File: config.mk
export PLATFORM = sky130hd
export DESIGN_NAME = amcb_bank
export DESIGN_NICKNAME = d
export VERILOG_FILES = /design/src/amcb_pkg.sv /design/src/amcb_bank.sv
export VERILOG_INCLUDE_DIRS = /design/src
export SDC_FILE = /design/constraint.sdc
export NUM_CORES = 1
export LEC_CHECK = 0
export BUFFER_PORTS_ARGS = -buffer_cell sky130_fd_sc_hd__clkbuf_2
export CELL_PAD_IN_SITES_DETAIL_PLACEMENT = 1
export CELL_PAD_IN_SITES_GLOBAL_PLACEMENT = 2
export CORE_ASPECT_RATIO = 0.6
export CORE_UTILIZATION = 35
export DETAILED_ROUTE_END_ITERATION = 12
export PLACE_DENSITY_LB_ADDON = 0.08
export SYNTH_ARGS = -nofsm -noshare
export SYNTH_HDL_FRONTEND = slang
export SYNTH_SLANG_ARGS = --single-unit
export TNS_END_PERCENT = 20
File: constraint.sdc
create_clock -name ref_clk_in -period 6.7 [get_ports ref_clk_in]
set_input_delay 1.34 -clock ref_clk_in [delete_from_list [all_inputs] [get_ports ref_clk_in]]
set_output_delay 1.34 -clock ref_clk_in [all_outputs]
set_load 0.03 [all_outputs]
File: src/amcb_regs.svh
// register offsets, field positions, reset values and timing counts
`ifndef AMCB_REGS_SVH
`define AMCB_REGS_SVH

`define AMCB_OFF_BANDWIDTH 8'h53
`define AMCB_OFF_GAIN 8'h54
`define AMCB_OFF_BIQUAD_WR 8'h5C
`define AMCB_OFF_CONVERTER 8'h5D
`define AMCB_OFF_PIN_DIR 8'h60
`define AMCB_OFF_PIN_FUNC 8'h61
`define AMCB_OFF_BYPASS 8'h66
`define AMCB_OFF_SILICON_ID 8'h67
`define AMCB_OFF_OPERATING_STATE_CODE 8'h68

`define AMCB_RST_BANDWIDTH 8'h00
`define AMCB_RST_GAIN 8'h00
`define AMCB_RST_BIQUAD_WR 8'h00
`define AMCB_RST_CONVERTER 8'hF8
`define AMCB_RST_PIN_DIR 8'h00
`define AMCB_RST_PIN_FUNC 8'h00
`define AMCB_RST_BYPASS 8'h00

`define AMCB_BW_HI 6
`define AMCB_BW_LO 5
`define AMCB_GAIN_HI 4
`define AMCB_CONV_FREQ_BIT 7
`define AMCB_DITHER_EN_HI 6
`define AMCB_DITHER_EN_LO 5
`define AMCB_DITHER_LVL_HI 4
`define AMCB_DITHER_LVL_LO 2
`define AMCB_DEM_HI 1
`define AMCB_PIN_FUNC_HI 4

`define AMCB_FUNC_LOW 5'h00
`define AMCB_FUNC_MUTE_BOTH 5'h03
`define AMCB_FUNC_MUTE_LEFT 5'h04
`define AMCB_FUNC_MUTE_RIGHT 5'h05
`define AMCB_FUNC_CLK_INVALID 5'h06
`define AMCB_FUNC_FAULT_N 5'h0B

// mute timing: shortest run is 11.5 ms, counted in samples at the 96 kHz rate
`define AMCB_MUTE_TIME_US 11500
`define AMCB_SAMPLE_RATE_HZ 96000
`define AMCB_MUTE_SAMPLES ((`AMCB_MUTE_TIME_US * `AMCB_SAMPLE_RATE_HZ) / 1000000)
// converter rates as dividers of the 40 MHz clock are not integral; strobes only
`define AMCB_CLK_HZ 40000000

`endif

File: src/amcb_pkg.sv
// types shared by the configuration bank
package amcb_pkg;
    typedef struct packed {
        logic [7:0] addr;
        logic [7:0] wdata;
        logic wr;
        logic rd;
    } amcb_bus_req_s;

    typedef struct packed {
        logic [1:0] loop_bandwidth_sel;
        logic [4:0] analog_attenuation;
        logic filter_first_coef_marker;
        logic conv_half_rate;
        logic [1:0] dither_enable;
        logic [2:0] dither_level;
        logic [1:0] element_matching_sel;
        logic dem_enable;
        logic separate_coef;
        logic fir_bypass;
        logic range_compressor_bypass;
        logic eq_bypass;
    } amcb_cfg_s;

    typedef enum logic [3:0] {
        AMCB_DEEP_SLEEP = 4'b0001,
        AMCB_SLEEP = 4'b0010,
        AMCB_OUTPUTS_FLOATING = 4'b0100,
        AMCB_PLAY = 4'b1000
    } amcb_state_e;
endpackage

File: src/amcb_bank.sv
// misc configuration and status register bank of the amplifier
//
// Implementation choice: the address-and-strobe port.
`timescale 1ns/1ps
`include "amcb_regs.svh"

// What this block does
// - bits 6-5 select loop bandwidth 80/100/120/175 kHz, reset 00.
// - five-bit attenuation in 0.5 dB steps, 0 to -15.5 dB; top bits reserved.
// - bit 0 at 5Ch marks start of a biquad's first coefficient write.
// - bit 7 picks converter clock 6.144 MHz at 0, 3.072 MHz at 1.
// - dither enable field chooses none, main, second or both stages, reset 11.
// - dither level field selects documented levels, reset 110.
// - element matching enabled for 00, disabled for 11, reset 00.
// - bit 0 at 60h makes multipurpose pin input at 0, output at 1.
// - pin function drives low, both-mute, left-mute or right-mute flags.
// - code 00110 gives clock invalid, 01011 active-low fault output.
// - bypass bit 3 gives separate coefficients; 0 shares left coefficients.
// - bypass bit 2 bypasses the 128-tap FIR stage.
// - bypass bit 1 bypasses range compression in left and right paths.
// - bypass bit 0 bypasses equalisers in left and right paths.
// - state report at 68h returns 0 deep sleep to 3 play.
// - a channel auto-mutes after a run of zero samples, shortest 11.5 ms.
module amcb_bank
    import amcb_pkg::*;
(
    input wire logic ref_clk_in,
    input wire logic rst_b_in,
    input wire logic [7:0] addr_in,
    input wire logic [7:0] wdata_in,
    input wire logic wr_in,
    input wire logic rd_in,
    output logic [7:0] rdata_out,
    input wire logic sample_strobe_in,
    input wire logic left_zero_in,
    input wire logic right_zero_in,
    input wire logic clk_invalid_in,
    input wire logic fault_in,
    input wire logic [1:0] op_state_in,
    input wire logic [7:0] silicon_id_in,
    input wire logic addr_pin_in,
    output logic addr_pin_out,
    output logic addr_pin_oe_out,
    output logic addr_pin_level_out,
    output amcb_cfg_s cfg_out,
    output logic [1:0] mute_out
);
    localparam int MUTE_SAMPLES = `AMCB_MUTE_SAMPLES;

    logic rst_meta_reg, rst_sync_reg;
    always_ff @(posedge ref_clk_in or negedge rst_b_in) begin
        if (!rst_b_in) begin
            rst_meta_reg <= 1'b0;
            rst_sync_reg <= 1'b0;
        end else begin
            rst_meta_reg <= 1'b1;
            rst_sync_reg <= rst_meta_reg;
        end
    end
    wire logic rst_b = rst_sync_reg;

    // pin-side inputs come from other domains: two flops each
    logic [5:0] in_meta_reg, in_sync_reg;
    always_ff @(posedge ref_clk_in or negedge rst_b) begin
        if (!rst_b) begin
            in_meta_reg <= 6'h00;
            in_sync_reg <= 6'h00;
        end else begin
            in_meta_reg <= {addr_pin_in, sample_strobe_in, left_zero_in, right_zero_in,
                clk_invalid_in, fault_in};
            in_sync_reg <= in_meta_reg;
        end
    end
    wire logic pin_lvl = in_sync_reg[5];
    wire logic smp = in_sync_reg[4];
    wire logic zl = in_sync_reg[3];
    wire logic zr = in_sync_reg[2];
    wire logic clk_bad = in_sync_reg[1];
    wire logic fault = in_sync_reg[0];

    // register storage
    logic [7:0] bw_reg, bw_next, gain_reg, gain_next, bq_reg, bq_next;
    logic [7:0] conv_reg, conv_next, dir_reg, dir_next, func_reg, func_next;
    logic [7:0] byp_reg, byp_next, rdata_reg, rdata_next;
    amcb_bus_req_s req;
    assign req = '{addr: addr_in, wdata: wdata_in, wr: wr_in, rd: rd_in};

    always_comb begin
        bw_next = bw_reg;
        gain_next = gain_reg;
        bq_next = bq_reg;
        conv_next = conv_reg;
        dir_next = dir_reg;
        func_next = func_reg;
        byp_next = byp_reg;
        // each register loads alone; all bits stored so reserved bits read back
        if (req.wr) begin
            if (req.addr == `AMCB_OFF_BANDWIDTH) begin
                bw_next = req.wdata;
            end else if (req.addr == `AMCB_OFF_GAIN) begin
                gain_next = req.wdata;
            end else if (req.addr == `AMCB_OFF_BIQUAD_WR) begin
                bq_next = req.wdata;
            end else if (req.addr == `AMCB_OFF_CONVERTER) begin
                conv_next = req.wdata;
            end else if (req.addr == `AMCB_OFF_PIN_DIR) begin
                dir_next = req.wdata;
            end else if (req.addr == `AMCB_OFF_PIN_FUNC) begin
                func_next = req.wdata;
            end else if (req.addr == `AMCB_OFF_BYPASS) begin
                byp_next = req.wdata;
            end
        end
    end

    amcb_state_e op_state;
    always_comb begin
        case (op_state_in)
            2'd0: op_state = AMCB_DEEP_SLEEP;
            2'd1: op_state = AMCB_SLEEP;
            2'd2: op_state = AMCB_OUTPUTS_FLOATING;
            default: op_state = AMCB_PLAY;
        endcase
    end

    function automatic logic [7:0] state_code(input amcb_state_e s);
        case (s)
            AMCB_DEEP_SLEEP: state_code = 8'h00;
            AMCB_SLEEP: state_code = 8'h01;
            AMCB_OUTPUTS_FLOATING: state_code = 8'h02;
            default: state_code = 8'h03;
        endcase
    endfunction

    always_comb begin
        rdata_next = 8'h00;
        if (req.rd) begin
            if (req.addr == `AMCB_OFF_BANDWIDTH) begin
                rdata_next = bw_reg;
            end else if (req.addr == `AMCB_OFF_GAIN) begin
                rdata_next = gain_reg;
            end else if (req.addr == `AMCB_OFF_BIQUAD_WR) begin
                rdata_next = bq_reg;
            end else if (req.addr == `AMCB_OFF_CONVERTER) begin
                rdata_next = conv_reg;
            end else if (req.addr == `AMCB_OFF_PIN_DIR) begin
                rdata_next = dir_reg;
            end else if (req.addr == `AMCB_OFF_PIN_FUNC) begin
                rdata_next = func_reg;
            end else if (req.addr == `AMCB_OFF_BYPASS) begin
                rdata_next = byp_reg;
            end else if (req.addr == `AMCB_OFF_SILICON_ID) begin
                rdata_next = silicon_id_in;
            end else if (req.addr == `AMCB_OFF_OPERATING_STATE_CODE) begin
                rdata_next = state_code(op_state);
            end
        end
    end

    always_ff @(posedge ref_clk_in or negedge rst_b) begin
        if (!rst_b) begin
            bw_reg <= `AMCB_RST_BANDWIDTH;
            gain_reg <= `AMCB_RST_GAIN;
            bq_reg <= `AMCB_RST_BIQUAD_WR;
            conv_reg <= `AMCB_RST_CONVERTER;
            dir_reg <= `AMCB_RST_PIN_DIR;
            func_reg <= `AMCB_RST_PIN_FUNC;
            byp_reg <= `AMCB_RST_BYPASS;
            rdata_reg <= 8'h00;
        end else begin
            bw_reg <= bw_next;
            gain_reg <= gain_next;
            bq_reg <= bq_next;
            conv_reg <= conv_next;
            dir_reg <= dir_next;
            func_reg <= func_next;
            byp_reg <= byp_next;
            rdata_reg <= rdata_next;
        end
    end
    assign rdata_out = rdata_reg;

    // zero-run counters, one per channel; a non-zero sample restarts the run
    logic [15:0] run_l_reg, run_l_next, run_r_reg, run_r_next;
    logic smp_d_reg;
    logic [1:0] mute_reg, mute_next;
    wire logic smp_rise = smp & ~smp_d_reg;
    always_comb begin
        run_l_next = run_l_reg;
        run_r_next = run_r_reg;
        if (smp_rise) begin
            run_l_next = !zl ? 16'h0000 :
                (run_l_reg == 16'(MUTE_SAMPLES)) ? run_l_reg : run_l_reg + 16'h0001;
            run_r_next = !zr ? 16'h0000 :
                (run_r_reg == 16'(MUTE_SAMPLES)) ? run_r_reg : run_r_reg + 16'h0001;
        end
        mute_next = {run_r_next == 16'(MUTE_SAMPLES), run_l_next == 16'(MUTE_SAMPLES)};
    end

    // pin function and direction
    logic pin_o_next, pin_oe_next;
    amcb_cfg_s cfg_next, cfg_reg;
    // converter fields start at their register reset so decoded outputs agree at release
    localparam amcb_cfg_s CFG_RST = '{conv_half_rate: 1'h1, dither_enable: 2'h3,
        dither_level: 3'h6, dem_enable: 1'h1, default: '0};
    logic pin_o_reg, pin_oe_reg, pin_lvl_reg;
    always_comb begin
        case (func_reg[`AMCB_PIN_FUNC_HI:0])
            `AMCB_FUNC_MUTE_BOTH: pin_o_next = mute_reg[0] & mute_reg[1];
            `AMCB_FUNC_MUTE_LEFT: pin_o_next = mute_reg[0];
            `AMCB_FUNC_MUTE_RIGHT: pin_o_next = mute_reg[1];
            `AMCB_FUNC_CLK_INVALID: pin_o_next = clk_bad;
            `AMCB_FUNC_FAULT_N: pin_o_next = ~fault;
            default: pin_o_next = 1'b0;
        endcase
        pin_oe_next = dir_reg[0];
        cfg_next.loop_bandwidth_sel = bw_reg[`AMCB_BW_HI:`AMCB_BW_LO];
        cfg_next.analog_attenuation = gain_reg[`AMCB_GAIN_HI:0];
        cfg_next.filter_first_coef_marker = bq_reg[0];
        cfg_next.conv_half_rate = conv_reg[`AMCB_CONV_FREQ_BIT];
        cfg_next.dither_enable = conv_reg[`AMCB_DITHER_EN_HI:`AMCB_DITHER_EN_LO];
        cfg_next.dither_level = conv_reg[`AMCB_DITHER_LVL_HI:`AMCB_DITHER_LVL_LO];
        cfg_next.element_matching_sel = conv_reg[`AMCB_DEM_HI:0];
        cfg_next.dem_enable = conv_reg[`AMCB_DEM_HI:0] != 2'b11;
        cfg_next.separate_coef = byp_reg[3];
        cfg_next.fir_bypass = byp_reg[2];
        cfg_next.range_compressor_bypass = byp_reg[1];
        cfg_next.eq_bypass = byp_reg[0];
    end

    always_ff @(posedge ref_clk_in or negedge rst_b) begin
        if (!rst_b) begin
            run_l_reg <= 16'h0000;
            run_r_reg <= 16'h0000;
            smp_d_reg <= 1'b0;
            mute_reg <= 2'b00;
            pin_o_reg <= 1'b0;
            pin_oe_reg <= 1'b0;
            pin_lvl_reg <= 1'b0;
            cfg_reg <= CFG_RST;
        end else begin
            run_l_reg <= run_l_next;
            run_r_reg <= run_r_next;
            smp_d_reg <= smp;
            mute_reg <= mute_next;
            pin_o_reg <= pin_o_next;
            pin_oe_reg <= pin_oe_next;
            pin_lvl_reg <= pin_lvl;
            cfg_reg <= cfg_next;
        end
    end
    assign addr_pin_out = pin_o_reg;
    assign addr_pin_oe_out = pin_oe_reg;
    assign addr_pin_level_out = pin_lvl_reg;
    assign cfg_out = cfg_reg;
    assign mute_out = mute_reg;
endmodule

==> results of run 1 <==
==> area by class of cell <==
class,count,area [um^2],share of cell area
sequential,137,3446,0.4782
multi-input combinational,329,2476,0.3436
clock buffer,17,425.4,0.05904
timing repair buffer,70,352.8,0.04897
tap,228,285.3,0.03959
clock inverter,15,163.9,0.02275
inverter,15,56.30,0.007814
==> layer usage <==
metal | up-vias | track usage | part of all wire
li1 | 1967 | - | -
met2 | 68 | 0.2551 | 0.40
met5 | - | 0 | 0
met4 | 0 | 0.04783 | 0.0075
met3 | 15 | 0.04012 | 0.037
met1 | 2183 | 0.3098 | 0.55
==> cells in the mapped netlist (9+ instances only) <==
master      n  area [um^2]
a21oi_1    14        70.07
nor4_1      9        56.30
nand4_1    10        62.56
o21ai_0    14        70.07
mux2_2     56        630.6
a211oi_1   10        75.07
mux2i_1    20        200.2
xnor2_1    15        131.4
nor2_1     34        127.6
inv_1      15        56.30
nand2_1    24        90.09
dfstp_2    11        289.0
nand3_1    21        105.1
clkbuf_1    9        33.78
nor3_1      9        45.04
dfrtp_1   126         3153
==> report_power, final <==
group	total, mW	switching, mW	internal, mW
clock	0.947	0.391	0.555
combinational	0.190	0.109	0.0803
sequential	0.935	0.0582	0.877
total	2.07	0.559	1.51
==> layout by cell type (no fill, tap or decap), drive strengths merged, types with 4 or more instances in the layout <==
cell type  netlist  layout
xor2             7       7
xnor2           15      15
o21ai           16      16
dfstp           11      11
clkbuf           9      86
nor4            10      10
dfrtp          126     126
o31ai            4       4
a21oi           14      14
nand3           21      21
nand2           24      24
o211ai           4       4
clkinv           0       5
ha               4       4
nor3             9       9
nor3b            4       4
mux2            57      57
and2             4       4
inv             15      21
o221ai           6       6
nand4b           4       4
and3             6       6
nand4           11      11
mux2i           20      20
a211oi          10      10
nor2            35      35
==> final timing paths <==
| check | endpoint | cells after the start |
|---|---|---|
| min in group asynchronous | cfg_out[20] | 0 |
| setup / recovery | byp_reg[7] | 6 |
| max in group asynchronous | bq_reg[3] | 1 |
| hold reg to reg | in_sync_reg[3] | 0 |
| hold / removal | in_sync_reg[3] | 0 |
| setup reg to reg | mute_out[1] | 5 |
==> logic make-up after synthesis <==
kind of cell	after synthesis
multiplexers	77
AND/OR/NAND/NOR	153
buffers and inverters	31
AO/OA/AOI/OAI	72
other	1
XOR/XNOR	22
flip-flops	137
adder cells (fa/ha/maj)	4
==> stage by stage <==
| stage | cells | power, mW | hold WS (ns) | utilization |
|---|---|---|---|---|
| 2_1_floorplan | 497 | 1.067 | 0.3312 | - |
| 3_3_place_gp | 779 | 1.132 | 0.3317 | 0.4002 |
| 3_5_place_dp | 779 | 1.141 | 0.3371 | 0.4002 |
| 4_1_cts | 811 | 2.097 | 0.3526 | 0.4359 |
| 5_1_grt | 811 | 2.159 | 0.3561 | 0.4359 |
| 6_report | 811 | 2.071 | 0.3497 | 0.4359 |
==> critical path: cells and delay by family <==
kind / cells / cell delay, ns
buffers and inverters: 1 / 0.51
AND/OR/NAND/NOR: 4 / 1.64
multiplexers: 1 / 0.40
==> impl_metrics.toml, run 1 <==
[logic_synthesis]
avgSynthCellArea_um2 = 12.15
synth_nets = 537
synth_top_family_by_area = "simple AND/OR/NAND/NOR gates"
synthMuxAreaShare = 0.1394
yosysUniqueCellTypes = 59
synth-adder-area-share = 0.008285
synthArstFlopShare = 1.000
synth_compound_area_frac = 0.08181
ys_warn_count = 0
ys_ff_latch = 137
seq_area_frac_synth = 0.5698
synth_xor_area_frac = 0.03190
synthSimpleGateAreaFrac = 0.1479
ys.flop_type = "dfrtp_1"
netlist_area_um2 = 6041
synth-edff-count = 0
syn-instance-count = 497

[critical_path]
path_common_cell = "nand2_1"
crit_required_ns = 7.00
cp-end-kind = "flip-flop"
worstPathMaxFanout = 24
cp_slowest_stage_delay_ns = 0.54
cp_slowest_cell = "nor4bb_1"
crit_chain = "clkbuf_2, nor4bb_1, nand2_1, nand2_1, or4_1, mux2_2"
crit_path_start = "addr_in[0]"
path_class = "in -> reg"
worstPathArrival_ns = 3.91
worstReg2RegStart = "in_sync_reg[4]"
cp-start-kind = "input port"
setup.reg_to_reg.worst_slack_ns = 4.01

[placement]
gp_congestion = 0.8003
dp_slack_ns = 2.671
hpwl_um = 11070
place_area_um2 = 6616
port_buffers = 69

[floorplanning]
die_h_um = 103.8
dieArea_um2 = 17810
die_x_um = 171.6
core_um2 = 16530
start_util = 0.3654
ios = 70
rows = 36

[route]
viasPerCell = 5.219
drc = 0
firstDrtPassIters = 4
detail_route.wl_per_cell_um = 19.40
vias = 4233
ant_nets = 0
first_iter_violations = 217
routed_wl_um = 15730

[clock_tree]
clk_latency_ns = 0.42
cts.sinks = 137
cts_tree = "yes"
cts_buffers = 17
h-tree-depth = 4
holdBufCountCts = 0
cts_max_path_buffers = 2
cts_root_buf = "clkbuf_16"
clkTransAtPathRegs_ns = 0.07
postCtsSetupBuffers = 0
ctsResizeCount = 0

[finish]
nFillCells = 1799
syn_to_final_growth_pct = 19.28
largest_reg_flops = 21
drive_gt1_frac = 0.3173
design_area_um2 = 7206
nets = 610
diodes = 0

[sta]
clock_skew_ns = 0.01191
setup_slack_ns = 3.092
rsz0062_at_grt = "no"
drv_slew = 0
post-route-period-util = 0.5386
period_needed_ns = 3.608
setup_violations = 0
max_slew_margin = 0.3620
worst_pin_slew_ns = 0.9570
hold_violations = 0
max_freq_ghz = 0.2771
tns_ns = 0

[pwr]
p_leak_nw = 3.409
power.density_nw_per_um2 = 287.5
vdd_drop_max_uv = 155.3

[global_routing]
antenna_found_initial = 0
grt.overflow.total = 0
grt_pass1_wl_um = 25720
grt_max_degree = 71
grt_util_all_layers = 0.1924
grt_pass1_vias = 4451

[job]
drv_cap = 0

[run_status]
status = "complete, no violations"

[min_path]
min_from = "in_meta_reg[3]"
hold_path.class = "reg -> reg"
(Power assumes the default switching activity.)
==> inputs of run 2 (changes only) <==
Clock period 6.7 ns to 2.9 ns, I/O delays scaled along.
==> run 2 against run 1 <==
Power grew 130%. Combinational power grew to 2.5 times the previous value. First-iteration DRC count up 4.1%. Clock-buffer cell count did not move. Sequential power rose by 130%.
==> impl_metrics.toml, run 2 (synthesis results as in run 1) <==
[run_status]
status = "complete, no violations"

[sta]
hold_violations = 0
max_freq_ghz = 0.4071
drv_slew = 0
setup_violations = 0
rsz0062_at_grt = "no"
post-route-period-util = 0.8470
period_needed_ns = 2.456
max_slew_margin = 0.5094
worst_pin_slew_ns = 0.7309
tns_ns = 0
clock_skew_ns = 0.01445

[floorplanning]
dieArea_um2 = 17810
rows = 36
die_h_um = 103.8
die_x_um = 171.6
ios = 70
core_um2 = 16530
start_util = 0.3654

[critical_path]
worstPathMaxFanout = 7
crit_required_ns = 3.18
path_class = "reg -> reg"
crit_path_start = "run_r_reg[5]"
worstReg2RegStart = "run_r_reg[5]"
cp-start-kind = "flip-flop"
worstPathArrival_ns = 2.74
cp-end-kind = "flip-flop"

[clock_tree]
clk_latency_ns = 0.42
cts_max_path_buffers = 2
cts_root_buf = "clkbuf_16"
h-tree-depth = 4
postCtsSetupBuffers = 0
cts.sinks = 137
cts_buffers = 17
clkTransAtPathRegs_ns = 0.07
cts_tree = "yes"

[global_routing]
grt_pass1_wl_um = 25920
grt_pass1_vias = 4613
grt_busiest_layer = "met1"
antenna_found_initial = 0
grt.overflow.total = 0
grt_max_degree = 60
grt_util_all_layers = 0.1934
grt_use_met3 = 0.04815
met2_usage = 0.2606
grt_use_met1 = 0.3044

[pwr]
p_total_mw = 4.866
power.density_nw_per_um2 = 659.1
vdd_drop_max_uv = 364.9
p_leak_nw = 3.510

[route]
detail_route.wl_per_cell_um = 19.20
firstDrtPassIters = 4
viasPerCell = 5.240
drc = 0
routed_wl_um = 15930
vias = 4349
ant_nets = 0
first_iter_violations = 226

[min_path]
hold_path.class = "reg -> async"

[placement]
gp_congestion = 0.8507
port_buffers = 69
hpwl_um = 11550

[finish]
final_util = 0.4466
drive_gt1_frac = 0.3389
syn_to_final_growth_pct = 22.20
final_cell_mix = "dfrtp_1, clkbuf_2, mux2_2"
diodes = 0
final_common_cell = "dfrtp_1"
nets = 629
largest_reg_flops = 21

[job]
drv_cap = 0
==> run 2: cell types whose count changed in the layout (fill, tap and decap cells not counted) <==
cell	delta
clkinvlp_4	+1
buf_12	+1
inv_6	-1
nor2b_1	-1
inv_8	+4
clkinv_4	-2
clkinv_2	-2
dlygate4sd3_1	+1
buf_4	+17
nor2b_2	+1
==> run 2: metrics by stage <==
step	hold slack [ns]	cells	instance area, um^2	worst slack (ns)
floorplan	0.2844	497	6042	0.5481
global placement	0.2292	797	6764	0.3337
detailed placement	0.2286	797	6764	0.2786
CTS	0.2382	830	7380	0.3566
global route	0.2512	830	7382	0.2670
finish	0.2234	830	7382	0.4438
==> run 2: power by group <==
part | internal [mW] | leakage [nW] | switching [mW] | total, mW
logic | 0.196 | 1.41 | 0.280 | 0.476
registers | 2.03 | 1.81 | 0.117 | 2.14
clock network | 1.31 | 0.289 | 0.942 | 2.25
total | 3.53 | 3.51 | 1.34 | 4.87
==> run 2: area by class of cell <==
type	count	area [um^2]
Sequential cell	137	3446
Fill cell	1771	9149
Clock inverter	15	180.2
Timing Repair Buffer	89	510.5
Tap cell	228	285.3
Multi-Input combinational cell	329	2479
Clock buffer	17	425.4
Inverter	15	56.30
==> run 2: timing repair <==
action | 4_1_cts | 5_1_grt
setup endpoints to repair | 0 | 1
hold endpoints to repair | 2 | 0
hold buffers | 1 | 0
gates resized for setup | 0 | 1
==> run 2: final timing paths <==
check	to	slack, ns	depth (start not counted)
worst min-delay path	cfg_out[20]	0.22	0
min in group ref_clk_in	in_meta_reg[5]	0.27	1
worst min register to register	cfg_out[20]	0.22	0
worst max-delay path	mute_out[1]	0.44	6
worst max register to register	mute_out[1]	0.44	6
max in group asynchronous	cfg_out[8]	1.94	1
==> run 2: layer usage <==
metal	wire length [um]	share of wire
met5	0	0
met1	8695	0.55
met2	6479	0.41
met4	104	0.0065
met3	652	0.041
==> run 2: critical path: stages (launching register included) <==
cell	delay [ns]
dfrtp_1	0.48
nand4b_4	0.22
nor4_4	0.42
and3_1	0.21
o22ai_1	0.11
or4b_1	0.53
a2111oi_2	0.34
